[src/logic/lsn_params.svh]
`ifndef LSN_PARAMS_SVH
`define LSN_PARAMS_SVH

// Rate field encodings (1 = 2.5 GT/s, 2 = 5.0 GT/s)
`define LSN_RATE_LOW 2'h1
`define LSN_RATE_HIGH 2'h2
`define LSN_RATE_RESET 2'h2
// Retry hold-off after a failed upgrade
`define LSN_RETRY_MS 200
`define LSN_CLK_MHZ 250
`define LSN_RETRY_CYC (`LSN_RETRY_MS * 1000 * `LSN_CLK_MHZ)
// Cycles the far end waits in recovery before answering
`define LSN_FAR_LAT 4'h4
// Hardwired value of the autonomous rate disable bit
`define LSN_RATE_DIS_VAL 1'h0

`endif

[src/logic/lsn_pkg.sv]
`default_nettype none
package lsn_pkg;
    // Link training state seen by the negotiation logic
    typedef enum logic [2:0] {
        LSN_DETECT,
        LSN_TRAIN,
        LSN_L0,
        LSN_RECOVERY
    } lsn_ltssm_t;

    // Local upgrade/downgrade sequencer
    typedef enum logic [1:0] {
        LSN_IDLE,
        LSN_WAIT,
        LSN_HOLD
    } lsn_seq_t;
endpackage : lsn_pkg
`default_nettype wire

[src/logic/lsn_link_if.sv]
`timescale 1ns/1ps
`default_nettype none
// Training-set exchange between the port and its partner, abstracted to rate fields
interface lsn_link_if;
    logic dnTsValid;    // Port sends a training set
    logic dnHiAdv;      // Port advertises 5.0 GT/s
    logic dnSpeedChg;   // Speed change bit in port's sets
    logic dnAuto;       // Autonomous change bit (port never sets it)
    logic upTsValid;    // Partner sends a training set
    logic upHiAdv;      // Partner advertises 5.0 GT/s
    logic upSpeedChg;   // Partner requests a rate change
    logic upAuto;       // Partner marks change as autonomous
    logic upAck;        // Partner completes recovery
    logic upHiOk;       // Partner locked at the higher rate
    modport port (output dnTsValid, output dnHiAdv, output dnSpeedChg, output dnAuto,
                  input upTsValid, input upHiAdv, input upSpeedChg, input upAuto, input upAck, input upHiOk);
    modport partner (input dnTsValid, input dnHiAdv, input dnSpeedChg, input dnAuto,
                     output upTsValid, output upHiAdv, output upSpeedChg, output upAuto, output upAck,
                     output upHiOk);
endinterface : lsn_link_if
`default_nettype wire

[src/logic/lsn_port.sv]
`timescale 1ns/1ps
`default_nettype none
`include "lsn_params.svh"
// Contract
// Train at 2.5, upgrade only in L0 both-advertised
// Rate upgrade never reports data link down
// Advertise supported rates in training sets
// Record partner rates; newest advertisement wins
// Hold lower of target and common maximum
// No upgrade without recorded partner support
// Wait 200 ms after failure, unless re-advertised
// Retrain with different target starts rate change
// Target resets to 5.0, advertise both
// Auto upgrade after reaching L0 at 2.5
// First auto upgrade leaves bandwidth flag clear
// Report current rate read-only
// Downgrade on unreliability, keep advertising high
// Target 2.5 plus retrain: downgrade, stop advertising
// Always answer partner rate change requests
// After failed upgrade, no autonomous retry
// No support recorded: recovery without speed change
// Flag on reliability downgrade or non-autonomous partner change
// Flag set on every software retrain
// Autonomous flag on partner autonomous change
// Interrupt only while enable bit set
// Autonomous disable bit reads zero, no effect
// Rate encoding 1 = 2.5, 2 = 5.0
module lsn_port import lsn_pkg::*; #(
    parameter int RETRY_CYC = `LSN_RETRY_CYC
) (
    // Clock and reset
    input wire logic clk,
    input wire logic rst_n,
    // Link
    lsn_link_if.port link,
    // Training state machine side
    input wire logic isDownstream,
    input wire logic fullRetrain,
    input wire logic trainDone,
    input wire logic unreliable,
    input wire logic lockFail,
    // Software fields
    input wire logic targetWrEn,
    input wire logic [1:0] targetWrData,
    input wire logic retrainReq,
    input wire logic bwIrqEnable,
    input wire logic bwStatusClr,
    input wire logic autoBwStatusClr,
    output logic [1:0] targetRate,
    output logic [1:0] currentRate,
    output logic bwMgmtStatus,
    output logic autoBwStatus,
    output logic hwAutoRateDisable,
    output logic bwIrq,
    output logic linkUp
);
    lsn_ltssm_t st_r, st_nxt;
    logic [1:0] tgt_r, tgt_nxt, cur_r, cur_nxt;
    logic pHi_r, pHi_nxt;          // Partner high-rate support recorded since Detect
    logic firstUp_r, firstUp_nxt;  // First automatic upgrade still pending
    logic failed_r, failed_nxt;    // Upgrade failed, hold off autonomous retry
    logic [31:0] wait_r, wait_nxt;
    logic chg_r, chg_nxt;          // Sending speed change request
    logic why_r, why_nxt;          // 1 = software-driven, 0 = autonomous
    logic bw_r, bw_nxt, abw_r, abw_nxt;

    function automatic logic isHigh(input logic [1:0] r);
        isHigh = (r == `LSN_RATE_HIGH);
    endfunction : isHigh

    // Training state, rate and flag updates
    always_comb begin
        st_nxt = st_r;
        tgt_nxt = targetWrEn ? targetWrData : tgt_r;
        cur_nxt = cur_r;
        pHi_nxt = pHi_r;
        firstUp_nxt = firstUp_r;
        failed_nxt = failed_r;
        wait_nxt = (wait_r != 32'h0) ? wait_r - 32'h1 : wait_r;
        chg_nxt = chg_r;
        why_nxt = why_r;
        bw_nxt = bw_r && !bwStatusClr;
        abw_nxt = abw_r && !autoBwStatusClr;
        // New partner advertisement cancels the retry hold-off
        if (link.upTsValid && link.upHiAdv && !pHi_r) begin
            wait_nxt = 32'h0;
        end
        // Record newest partner rates in config-complete and rcvr-cfg
        if (link.upTsValid && (st_r == LSN_TRAIN || st_r == LSN_RECOVERY)) begin
            pHi_nxt = link.upHiAdv;
        end
        if (fullRetrain) begin
            st_nxt = LSN_DETECT;
        end else begin
            case (st_r)
                LSN_DETECT: begin
                    cur_nxt = `LSN_RATE_LOW;
                    pHi_nxt = 1'b0;
                    firstUp_nxt = 1'b1;
                    failed_nxt = 1'b0;
                    chg_nxt = 1'b0;
                    st_nxt = LSN_TRAIN;
                end
                LSN_TRAIN: begin
                    if (trainDone) begin
                        st_nxt = LSN_L0;
                    end
                end
                LSN_L0: begin
                    if (retrainReq) begin
                        // Speed change only with a differing target, and with recorded support when the target is 5.0
                        chg_nxt = (tgt_r != cur_r) && (pHi_r || !isHigh(tgt_r));
                        why_nxt = 1'b1;
                        bw_nxt = bw_nxt || isDownstream;
                        st_nxt = LSN_RECOVERY;
                    end else if (isHigh(cur_r) && unreliable) begin
                        // Rate drops when recovery ends, so it cannot be mistaken for an upgrade there
                        chg_nxt = 1'b1;
                        why_nxt = 1'b0;
                        bw_nxt = bw_nxt || isDownstream;
                        st_nxt = LSN_RECOVERY;
                    end else if (link.upSpeedChg) begin
                        st_nxt = LSN_RECOVERY;
                        chg_nxt = 1'b0;
                        if (link.upAuto) begin
                            abw_nxt = abw_nxt || isDownstream;
                        end else begin
                            bw_nxt = bw_nxt || isDownstream;
                        end
                        if (link.upHiOk && link.upHiAdv) begin
                            cur_nxt = isHigh(cur_r) ? `LSN_RATE_LOW : `LSN_RATE_HIGH;
                        end
                    end else if (!isHigh(cur_r) && isHigh(tgt_r) && pHi_r && (wait_r == 32'h0)
                                 && firstUp_r && !failed_r) begin
                        // Only once per Detect: a partner or reliability downgrade then sticks
                        // Autonomous upgrade, only after L0 with recorded support
                        chg_nxt = 1'b1;
                        why_nxt = 1'b0;
                        st_nxt = LSN_RECOVERY;
                    end
                end
                LSN_RECOVERY: begin
                    // Recovery keeps the data link up; no pass through Detect
                    if (link.upAck) begin
                        st_nxt = LSN_L0;
                        if (chg_r && isHigh(tgt_r) && !isHigh(cur_r)) begin
                            if (link.upHiOk && !lockFail) begin
                                cur_nxt = `LSN_RATE_HIGH;
                            end else begin
                                failed_nxt = 1'b1;
                                wait_nxt = RETRY_CYC;
                            end
                            firstUp_nxt = 1'b0;
                        end else if (chg_r && (!why_r || !isHigh(tgt_r))) begin
                            cur_nxt = `LSN_RATE_LOW;
                        end
                        chg_nxt = 1'b0;
                    end
                end
                default: st_nxt = LSN_DETECT;
            endcase
        end
        // Hardware set wins over software clear
        if (bwStatusClr && bw_r && bw_nxt) begin
            bw_nxt = 1'b1;
        end
    end

    always_ff @(posedge clk or negedge rst_n) begin
        if (!rst_n) begin
            st_r <= LSN_DETECT;
            tgt_r <= `LSN_RATE_RESET;
            cur_r <= `LSN_RATE_LOW;
            pHi_r <= 1'b0;
            firstUp_r <= 1'b1;
            failed_r <= 1'b0;
            wait_r <= 32'h0;
            chg_r <= 1'b0;
            why_r <= 1'b0;
            bw_r <= 1'b0;
            abw_r <= 1'b0;
        end else begin
            st_r <= st_nxt;
            tgt_r <= tgt_nxt;
            cur_r <= cur_nxt;
            pHi_r <= pHi_nxt;
            firstUp_r <= firstUp_nxt;
            failed_r <= failed_nxt;
            wait_r <= wait_nxt;
            chg_r <= chg_nxt;
            why_r <= why_nxt;
            bw_r <= bw_nxt;
            abw_r <= abw_nxt;
        end
    end

    // Training sets: high rate advertised unless target is 2.5
    assign link.dnTsValid = (st_r == LSN_TRAIN) || (st_r == LSN_RECOVERY);
    assign link.dnHiAdv = isHigh(tgt_r);
    assign link.dnSpeedChg = chg_r && (st_r == LSN_RECOVERY);
    assign link.dnAuto = 1'b0;

    // Software visible fields
    assign targetRate = tgt_r;
    assign currentRate = cur_r;
    assign bwMgmtStatus = bw_r;
    assign autoBwStatus = abw_r;
    assign hwAutoRateDisable = `LSN_RATE_DIS_VAL;
    assign bwIrq = isDownstream && bwIrqEnable && (bw_r || abw_r);
    assign linkUp = (st_r == LSN_L0) || (st_r == LSN_RECOVERY);
endmodule : lsn_port
`default_nettype wire

[src/flat_wrapper.sv]
// flat-port wrapper written by rule: the top's interface ports become plain ports
module lsn_port_flat import lsn_pkg::*;
#(
    parameter int RETRY_CYC = `LSN_RETRY_CYC
)
  (clk, rst_n, isDownstream, fullRetrain, trainDone, unreliable, lockFail, targetWrEn, targetWrData, retrainReq, bwIrqEnable, bwStatusClr, autoBwStatusClr, targetRate, currentRate, bwMgmtStatus, autoBwStatus, hwAutoRateDisable, bwIrq, linkUp, link_dnTsValid, link_dnHiAdv, link_dnSpeedChg, link_dnAuto, link_upTsValid, link_upHiAdv, link_upSpeedChg, link_upAuto, link_upAck, link_upHiOk);
  lsn_link_if link_i ();
  input wire logic clk;
  input wire logic rst_n;
  input wire logic isDownstream;
  input wire logic fullRetrain;
  input wire logic trainDone;
  input wire logic unreliable;
  input wire logic lockFail;
  input wire logic targetWrEn;
  input wire logic [1:0] targetWrData;
  input wire logic retrainReq;
  input wire logic bwIrqEnable;
  input wire logic bwStatusClr;
  input wire logic autoBwStatusClr;
  output logic [1:0] targetRate;
  output logic [1:0] currentRate;
  output logic bwMgmtStatus;
  output logic autoBwStatus;
  output logic hwAutoRateDisable;
  output logic bwIrq;
  output logic linkUp;
  output wire logic [$bits(link_i.dnTsValid)-1:0] link_dnTsValid;
  output wire logic [$bits(link_i.dnHiAdv)-1:0] link_dnHiAdv;
  output wire logic [$bits(link_i.dnSpeedChg)-1:0] link_dnSpeedChg;
  output wire logic [$bits(link_i.dnAuto)-1:0] link_dnAuto;
  input wire logic [$bits(link_i.upTsValid)-1:0] link_upTsValid;
  input wire logic [$bits(link_i.upHiAdv)-1:0] link_upHiAdv;
  input wire logic [$bits(link_i.upSpeedChg)-1:0] link_upSpeedChg;
  input wire logic [$bits(link_i.upAuto)-1:0] link_upAuto;
  input wire logic [$bits(link_i.upAck)-1:0] link_upAck;
  input wire logic [$bits(link_i.upHiOk)-1:0] link_upHiOk;
  assign link_dnTsValid = link_i.dnTsValid;
  assign link_dnHiAdv = link_i.dnHiAdv;
  assign link_dnSpeedChg = link_i.dnSpeedChg;
  assign link_dnAuto = link_i.dnAuto;
  assign link_i.upTsValid = link_upTsValid;
  assign link_i.upHiAdv = link_upHiAdv;
  assign link_i.upSpeedChg = link_upSpeedChg;
  assign link_i.upAuto = link_upAuto;
  assign link_i.upAck = link_upAck;
  assign link_i.upHiOk = link_upHiOk;
  lsn_port #(.RETRY_CYC(RETRY_CYC)) u_core (.clk(clk), .rst_n(rst_n), .link(link_i), .isDownstream(isDownstream), .fullRetrain(fullRetrain), .trainDone(trainDone), .unreliable(unreliable), .lockFail(lockFail), .targetWrEn(targetWrEn), .targetWrData(targetWrData), .retrainReq(retrainReq), .bwIrqEnable(bwIrqEnable), .bwStatusClr(bwStatusClr), .autoBwStatusClr(autoBwStatusClr), .targetRate(targetRate), .currentRate(currentRate), .bwMgmtStatus(bwMgmtStatus), .autoBwStatus(autoBwStatus), .hwAutoRateDisable(hwAutoRateDisable), .bwIrq(bwIrq), .linkUp(linkUp));
endmodule
[config.mk]
export PLATFORM = sky130hd
export DESIGN_NAME = lsn_port_flat
export DESIGN_NICKNAME = d
export VERILOG_FILES = /design/src/logic/lsn_pkg.sv /design/src/logic/lsn_link_if.sv /design/src/logic/lsn_port.sv /design/src/flat_wrapper.sv
export VERILOG_INCLUDE_DIRS = /design/src /design/src/logic
export SDC_FILE = /design/constraint.sdc
export NUM_CORES = 1
export LEC_CHECK = 0
export BUFFER_PORTS_ARGS = -buffer_cell sky130_fd_sc_hd__buf_2
export CAP_MARGIN = 20
export CORE_MARGIN = 1.5
export CORE_UTILIZATION = 55
export CTS_BUF_LIST = sky130_fd_sc_hd__clkbuf_16
export CTS_CLUSTER_DIAMETER = 120
export DETAILED_ROUTE_END_ITERATION = 7
export PLACE_DENSITY = 0.76
export REMOVE_ABC_BUFFERS = 1
export SYNTH_ARGS = -nofsm -noshare
export SYNTH_HDL_FRONTEND = slang
export SYNTH_SLANG_ARGS = --single-unit
[constraint.sdc]
create_clock -name clk -period 3.4 [get_ports clk]
set_input_delay 0.51 -clock clk [delete_from_list [all_inputs] [get_ports clk]]
set_output_delay 0.51 -clock clk [all_outputs]
set_load 0.02 [all_outputs]
; Word level (Yosys, flattened, before mapping)
; Cells that the tools add are included.
; Widths: inputs -> output; s select.
[word_totals]
reg_bits = 46
input_bits = 20
output_inout_bits = 13
elab_cells = 140
[op_classes]
n_bitwise = 1
mux = 58
reduce_logical = 49
add_sub_neg = 1
n_eq_ne = 20
[op_table]
columns = operator, n
row1 = $mux 32, 7
row2 = $logic_not 32->1, 1
row3 = $reduce_bool 32->1, 1
row4 = $sub 32x1->32 const B, 1
row5 = $mux 1, 30
row6 = $logic_and 1x1->1, 22
row7 = $mux 3, 7
row8 = $mux 2, 9
row9 = $pmux 3 s4, 1
row10 = $reduce_and 4->1, 3
row11 = $ne 2x2->1 const B, 5
row12 = $ne 3x3->1 const B, 3
row13 = $reduce_and 9->1, 1
row14 = $logic_not 1->1, 8
row15 = $logic_or 1x1->1, 7
row16 = $eq 3x2->1 const B, 2
row17 = $ne 6x4->1 const B, 1
row18 = $pmux 2 s3, 1
row19 = $reduce_bool 3->1, 2
row20 = $ne 5x3->1 const B, 1
row21 = $reduce_and 5->1, 1
row22 = $eq 2x2->1 const B, 2
row23 = $ne 2x1->1 const B, 2
row24 = $pmux 1 s2, 2
row25 = other kinds (9), 9

; Logic depth before layout (Yosys ltp)
[depth]
ltp_word = 13
mapped_depth = 8
ltp_nobuf = 7

; Worst setup path after synthesis
; Ideal clock, no wire load.
[synth_timing]
path_type = register -> register
startpoint = register u_core.wait_r[5]
endpoint = register u_core.wait_r[22]
stages_incl_launch_ff = 7
period_less_slack_ns = 2.196
arrival_time_ns = 2.115
t_required_ns = 3.320
setup_time_ns = 0.080
path_buffers = 1
setup_slack_ns = 1.204
path_cell_list = dfrtp_1 > or4_1 > buf_4 > nor4_4 > o31ai_2 > or4_1 > o211ai_2
[synth_between]
elab_chain_cells = 8
word_cells_on_any_way = 9
cone_classes = add/sub: 1 / mux: 7 / reduce/logical: 1
[synth_rtl]
columns = element, line
row1 = start: declaration, lsn_port.sv:62  ; logic [31:0] wait_r, wait_nxt;
row2 = start signal: assignment, lsn_port.sv:189  ; wait_r <= wait_nxt;
row3 = $sub 32x1->32 / $reduce_bool 32->1 (equally long branches), lsn_port.sv:79  ; wait_nxt = (wait_r != 32'h0) ? wait_r - 32'h1 : wait_r;
row4 = $mux 32 *, lsn_port.sv:79
row5 = $mux 32 *, lsn_port.sv:85  ; if (link.upTsValid && link.upHiAdv && !pHi_r) begin
row6 = $mux 32, lsn_port.sv:147  ; if (link.upHiOk && !lockFail) begin
row7 = $mux 32, lsn_port.sv:146  ; if (chg_r && isHigh(tgt_r) && !isHigh(cur_r)) begin
row8 = $mux 32, lsn_port.sv:144  ; if (link.upAck) begin
row9 = $mux 32, lsn_port.sv:95  ; case (st_r)
row10 = $mux 32 *, lsn_port.sv:92  ; if (fullRetrain) begin
row11 = via u_core.wait_nxt[22], lsn_port.sv:62
; Mark *: on every way through the listed nets, which the timed path passes. The rest lies on a longest branch.
; A chain may end at the register's enable or synchronous reset.

; Worst setup path after layout
[layout_timing]
startpoint = register u_core.wait_r[4]
endpoint = register u_core.chg_r
[layout_between]
elab_chain_cells = 6
[layout_rtl]
columns = element, line
row1 = $logic_not 32->1, lsn_port.sv:133  ; end else if (!isHigh(cur_r) && isHigh(tgt_r) && pHi_r && (wait_r == 32'h0)
row2 = $logic_and 1x1->1, lsn_port.sv:133
row3 = $logic_and 1x1->1 (2 in series), lsn_port.sv:134  ; && firstUp_r && !failed_r) begin
row4 = $ne 5x3->1 (no source line), n/a
row5 = $reduce_and 4->1 (no source line), n/a
row6 = end signal: assignment, lsn_port.sv:190  ; chg_r <= chg_nxt;
row7 = end: declaration, lsn_port.sv:63  ; logic chg_r, chg_nxt;
; Every way passes these cells.

==> results.md <==
- Result of the run: completed
- Kind of critical path: reg2reg
- Reg-to-reg endpoint: u_core.chg_r$_DFFE_PN0P_
- Post-layout min period: 2.48 ns
- Nets: 325
- Clock sink count: 45
- Setup crit start: u_core.wait_r[4]$_DFF_PN0_
- Antenna violations before repair: 0
- CTS H-tree depth: 2
- Mapped Cells: 280
- Drt initial violations: 130
- Wire per inst: 15.1 um
- Worst-margin pin slew: 0.647 ns
- Share of the synthesized area in the top cell type: 0.407
- Die width: 71.5 um
- # resized after CTS: 0
- Async SR Flop Fraction: 1.00
- #FFs+latches synth: 45
- Largest cells by area after synthesis: dfrtp_1 41%, a21oi_1 4.3%, or3_1 3.9%
- Vias per cell: 6.08
- Ant. Diodes: 0
- 1st-pass router iterations: 4
- Pins Over Slew Limit: 0
- Initial core utilization: 0.581
- Reg power frac: 0.367
- Post-CTS Repair Setup Buffers: 0
- Top post-synthesis cells by count: 42 x dfrtp_1, 22 x a21oi_1, 22 x nand2_1, 19 x o21ai_0, 16 x or3_1
- Total track usage: 0.232
- Synth cell types: 54
- Most common cell in the netlist: dfrtp_1
- Switch share: 0.426
- Hold WC Path Type: in2async
- R2r worst-path depth: 5
- Post-synth EDFFs: 0
- Max Root-Sink Buffers: 2
- Die area: 0.00511 mm^2
- Synthesized cell area: 0.00258 mm^2
- Final period util: 0.730
- Antenna-violating nets left: 0
- Worst Setup EP: u_core.chg_r$_DFFE_PN0P_
- Area post-placement: 0.00273 mm^2
- P per Cell Area: 817 mW/mm^2
- Core area: 0.00444 mm^2
- Avg Inst Size Synth: 9.21 um^2
- Critical path fanouts, max: 10
- Post-CTS Hold Buffers: 0
- WP data required: 3.56 ns
- Slew headroom: 0.569
- CP endpoint kind: register
- Peak supply drop: 0.291 mV
- Total grt overflow: 0
- Die H: 71.5 um
- CP Cell Sequence: or4_1 -> nor3_1 -> nand4_1 -> o21ai_1 -> mux2_1
- Combinational power share: 0.445
- Hold Violations, Final: 0
- DRC viols: 0
- F_max: 403 MHz
- CTS Buf Count: 5
- Net Switching: 1.01 mW
- Clock Power Share: 0.188
- # rows: 24
- Worst-skew pair later-pin latency: 0.28 ns
- Setup crit start kind: register
- Maxcap violations: 0
- Worst-path clk slew: 0.06 ns
- Final setup skew: 0.00175 ns
- Share of layout cells above drive strength 1: 0.165
- First-pass GRT wire length: 9430 um
- R2R Setup Slk: 0.92 ns
- Setup violations, final: 0
- Synthesis-to-layout area growth: 12.0%
- CTS tree: built
- IO Count: 33
- Register area share after synthesis: 0.438
- Drt total wl: 5360 um
- CP Data Arrival Time: 2.64 ns
- Area leader, netlist: dfrtp_1
- Setup Total Neg Slack: 0 ns
- Top FF cell, synth: dfrtp_1
- Largest net degree at the start of global routing: 46
- Slowest-stage cell, CP: or4_1
- Crit-path max cell delay: 0.73 ns
- Static Leak: 1.32 nW
- RR Startpoint: u_core.wait_r[4]$_DFF_PN0_
- I/O Buffers: 30
- Via count: 2160
- Final Instance Area: 0.00289 mm^2
- Root Buffer: clkbuf_16
- Power Internal: 1.36 mW
- Placer Congestion: 0.857
- Vias in the first global route: 2115
- RSZ-0062 raised after global routing: no
- Post-DP HPWL: 3820 um
- Synth warn: 0
-- logic make-up after synthesis --
group | Yosys count | synth area share
simple gates | 108 | 0.246
compound gates | 78 | 0.193
flops | 45 | 0.438
buf+inv | 28 | 0.0456
xor+xnor | 12 | 0.0407
mux | 6 | 0.0252
fa+ha+maj | 2 | 0.00970
other cells | 1 | 0.00145
-- critical path, delay by kind of cell (launching register included) --
family          cells  cell delay, ns
mux                 1            0.33
compound gates      1            0.21
flops               1            0.40
simple gates        3            1.42
-- flip-flops by register name (all words and copies together) (netlist names) --
| register | count |
|---|---|
| u_core.autoBwStatus | 1 |
| u_core.bwMgmtStatus | 1 |
| u_core.chg_r | 1 |
| u_core.currentRate | 2 |
| u_core.failed_r | 1 |
| u_core.firstUp_r | 1 |
| u_core.pHi_r | 1 |
| u_core.st_r | 2 |
| u_core.targetRate | 2 |
| u_core.wait_r | 32 |
| u_core.why_r | 1 |
-- layout by cell type, fill, tap and decap left out, types with 4 or more instances in the layout --
| cell | Yosys | final |
|---|---|---|
| buf_2 | 1 | 30 |
| nand2_1 | 22 | 22 |
| o311ai_0 | 4 | 4 |
| nor4_1 | 7 | 7 |
| inv_1 | 11 | 12 |
| nor3_1 | 4 | 4 |
| o211ai_1 | 5 | 5 |
| nor2_1 | 14 | 14 |
| or4_1 | 9 | 9 |
| a21oi_1 | 22 | 22 |
| dfrtp_1 | 42 | 42 |
| or3_1 | 16 | 16 |
| xor2_1 | 11 | 11 |
| clkbuf_16 | 0 | 5 |
| nand3b_1 | 5 | 5 |
| o31ai_1 | 8 | 8 |
| nand2b_1 | 9 | 9 |
| o21ai_0 | 19 | 19 |
| o21ai_1 | 4 | 4 |
-- final cells by class --
| cell class | instances | area [um^2] |
|---|---|---|
| fill | 373 | 1550 |
| multi-input combinational | 208 | 1340 |
| sequential | 45 | 1130 |
| timing repair buffer | 32 | 185 |
| clock buffer | 5 | 125 |
| tap | 52 | 65.1 |
| inverter | 11 | 41.3 |
| clock inverter | 2 | 7.51 |
-- how the worst min path moves through the flow --
| stage | startpoint | to | slack (ns) | depth (start not counted) |
|---|---|---|---|---|
| after global routing | rst_n | u_core.wait_r[17]$_DFF_PN0_ | 0.26 | 1 |
| final | rst_n | u_core.wait_r[17]$_DFF_PN0_ | 0.22 | 1 |
| after CTS | bwStatusClr | u_core.bwMgmtStatus$_DFF_PN0_ | 0.41 | 2 |
| after floorplan | rst_n | u_core.autoBwStatus$_DFF_PN0_ | 0.21 | 0 |
| after detailed placement | u_core.failed_r$_DFFE_PN0P_ | u_core.failed_r$_DFFE_PN0P_ | 0.49 | 2 |
| after global placement | u_core.currentRate[0]$_DFFE_PN1P_ | u_core.currentRate[0]$_DFFE_PN1P_ | 0.49 | 2 |
-- routing by layer --
layer  GRT usage  vias up  part of all wire
li1            -     1074                 -
met1       0.296     1034              0.47
met2       0.388       48              0.49
met3      0.0450        4             0.029
met4      0.0985        0             0.010
met5           0        -                 0
-- power by group through the flow --
stage | logic, mW | registers (mW) | clock network [mW]
6_report | 1.05 | 0.867 | 0.443
5_1_grt | 1.19 | 0.898 | 0.472
4_1_cts | 1.04 | 0.866 | 0.455
3_5_place_dp | 1.04 | 0.872 | 0
3_3_place_gp | 1.01 | 0.865 | 0
2_1_floorplan | 0.816 | 0.837 | 0
-- metrics by stage --
step | hold slack (ns) | total power [mW] | utilization | setup slack, ns | std cells
3_3_place_gp | 0.491 | 1.88 | 0.614 | 1.00 | 347
6_report | 0.219 | 2.36 | 0.650 | 0.917 | 355
5_1_grt | 0.258 | 2.56 | 0.650 | 0.709 | 355
2_1_floorplan | 0.214 | 1.65 | - | 1.15 | 264
4_1_cts | 0.414 | 2.36 | 0.644 | 0.913 | 354
3_5_place_dp | 0.494 | 1.91 | 0.614 | 0.939 | 347
Power figures use the tool's default switching activity.
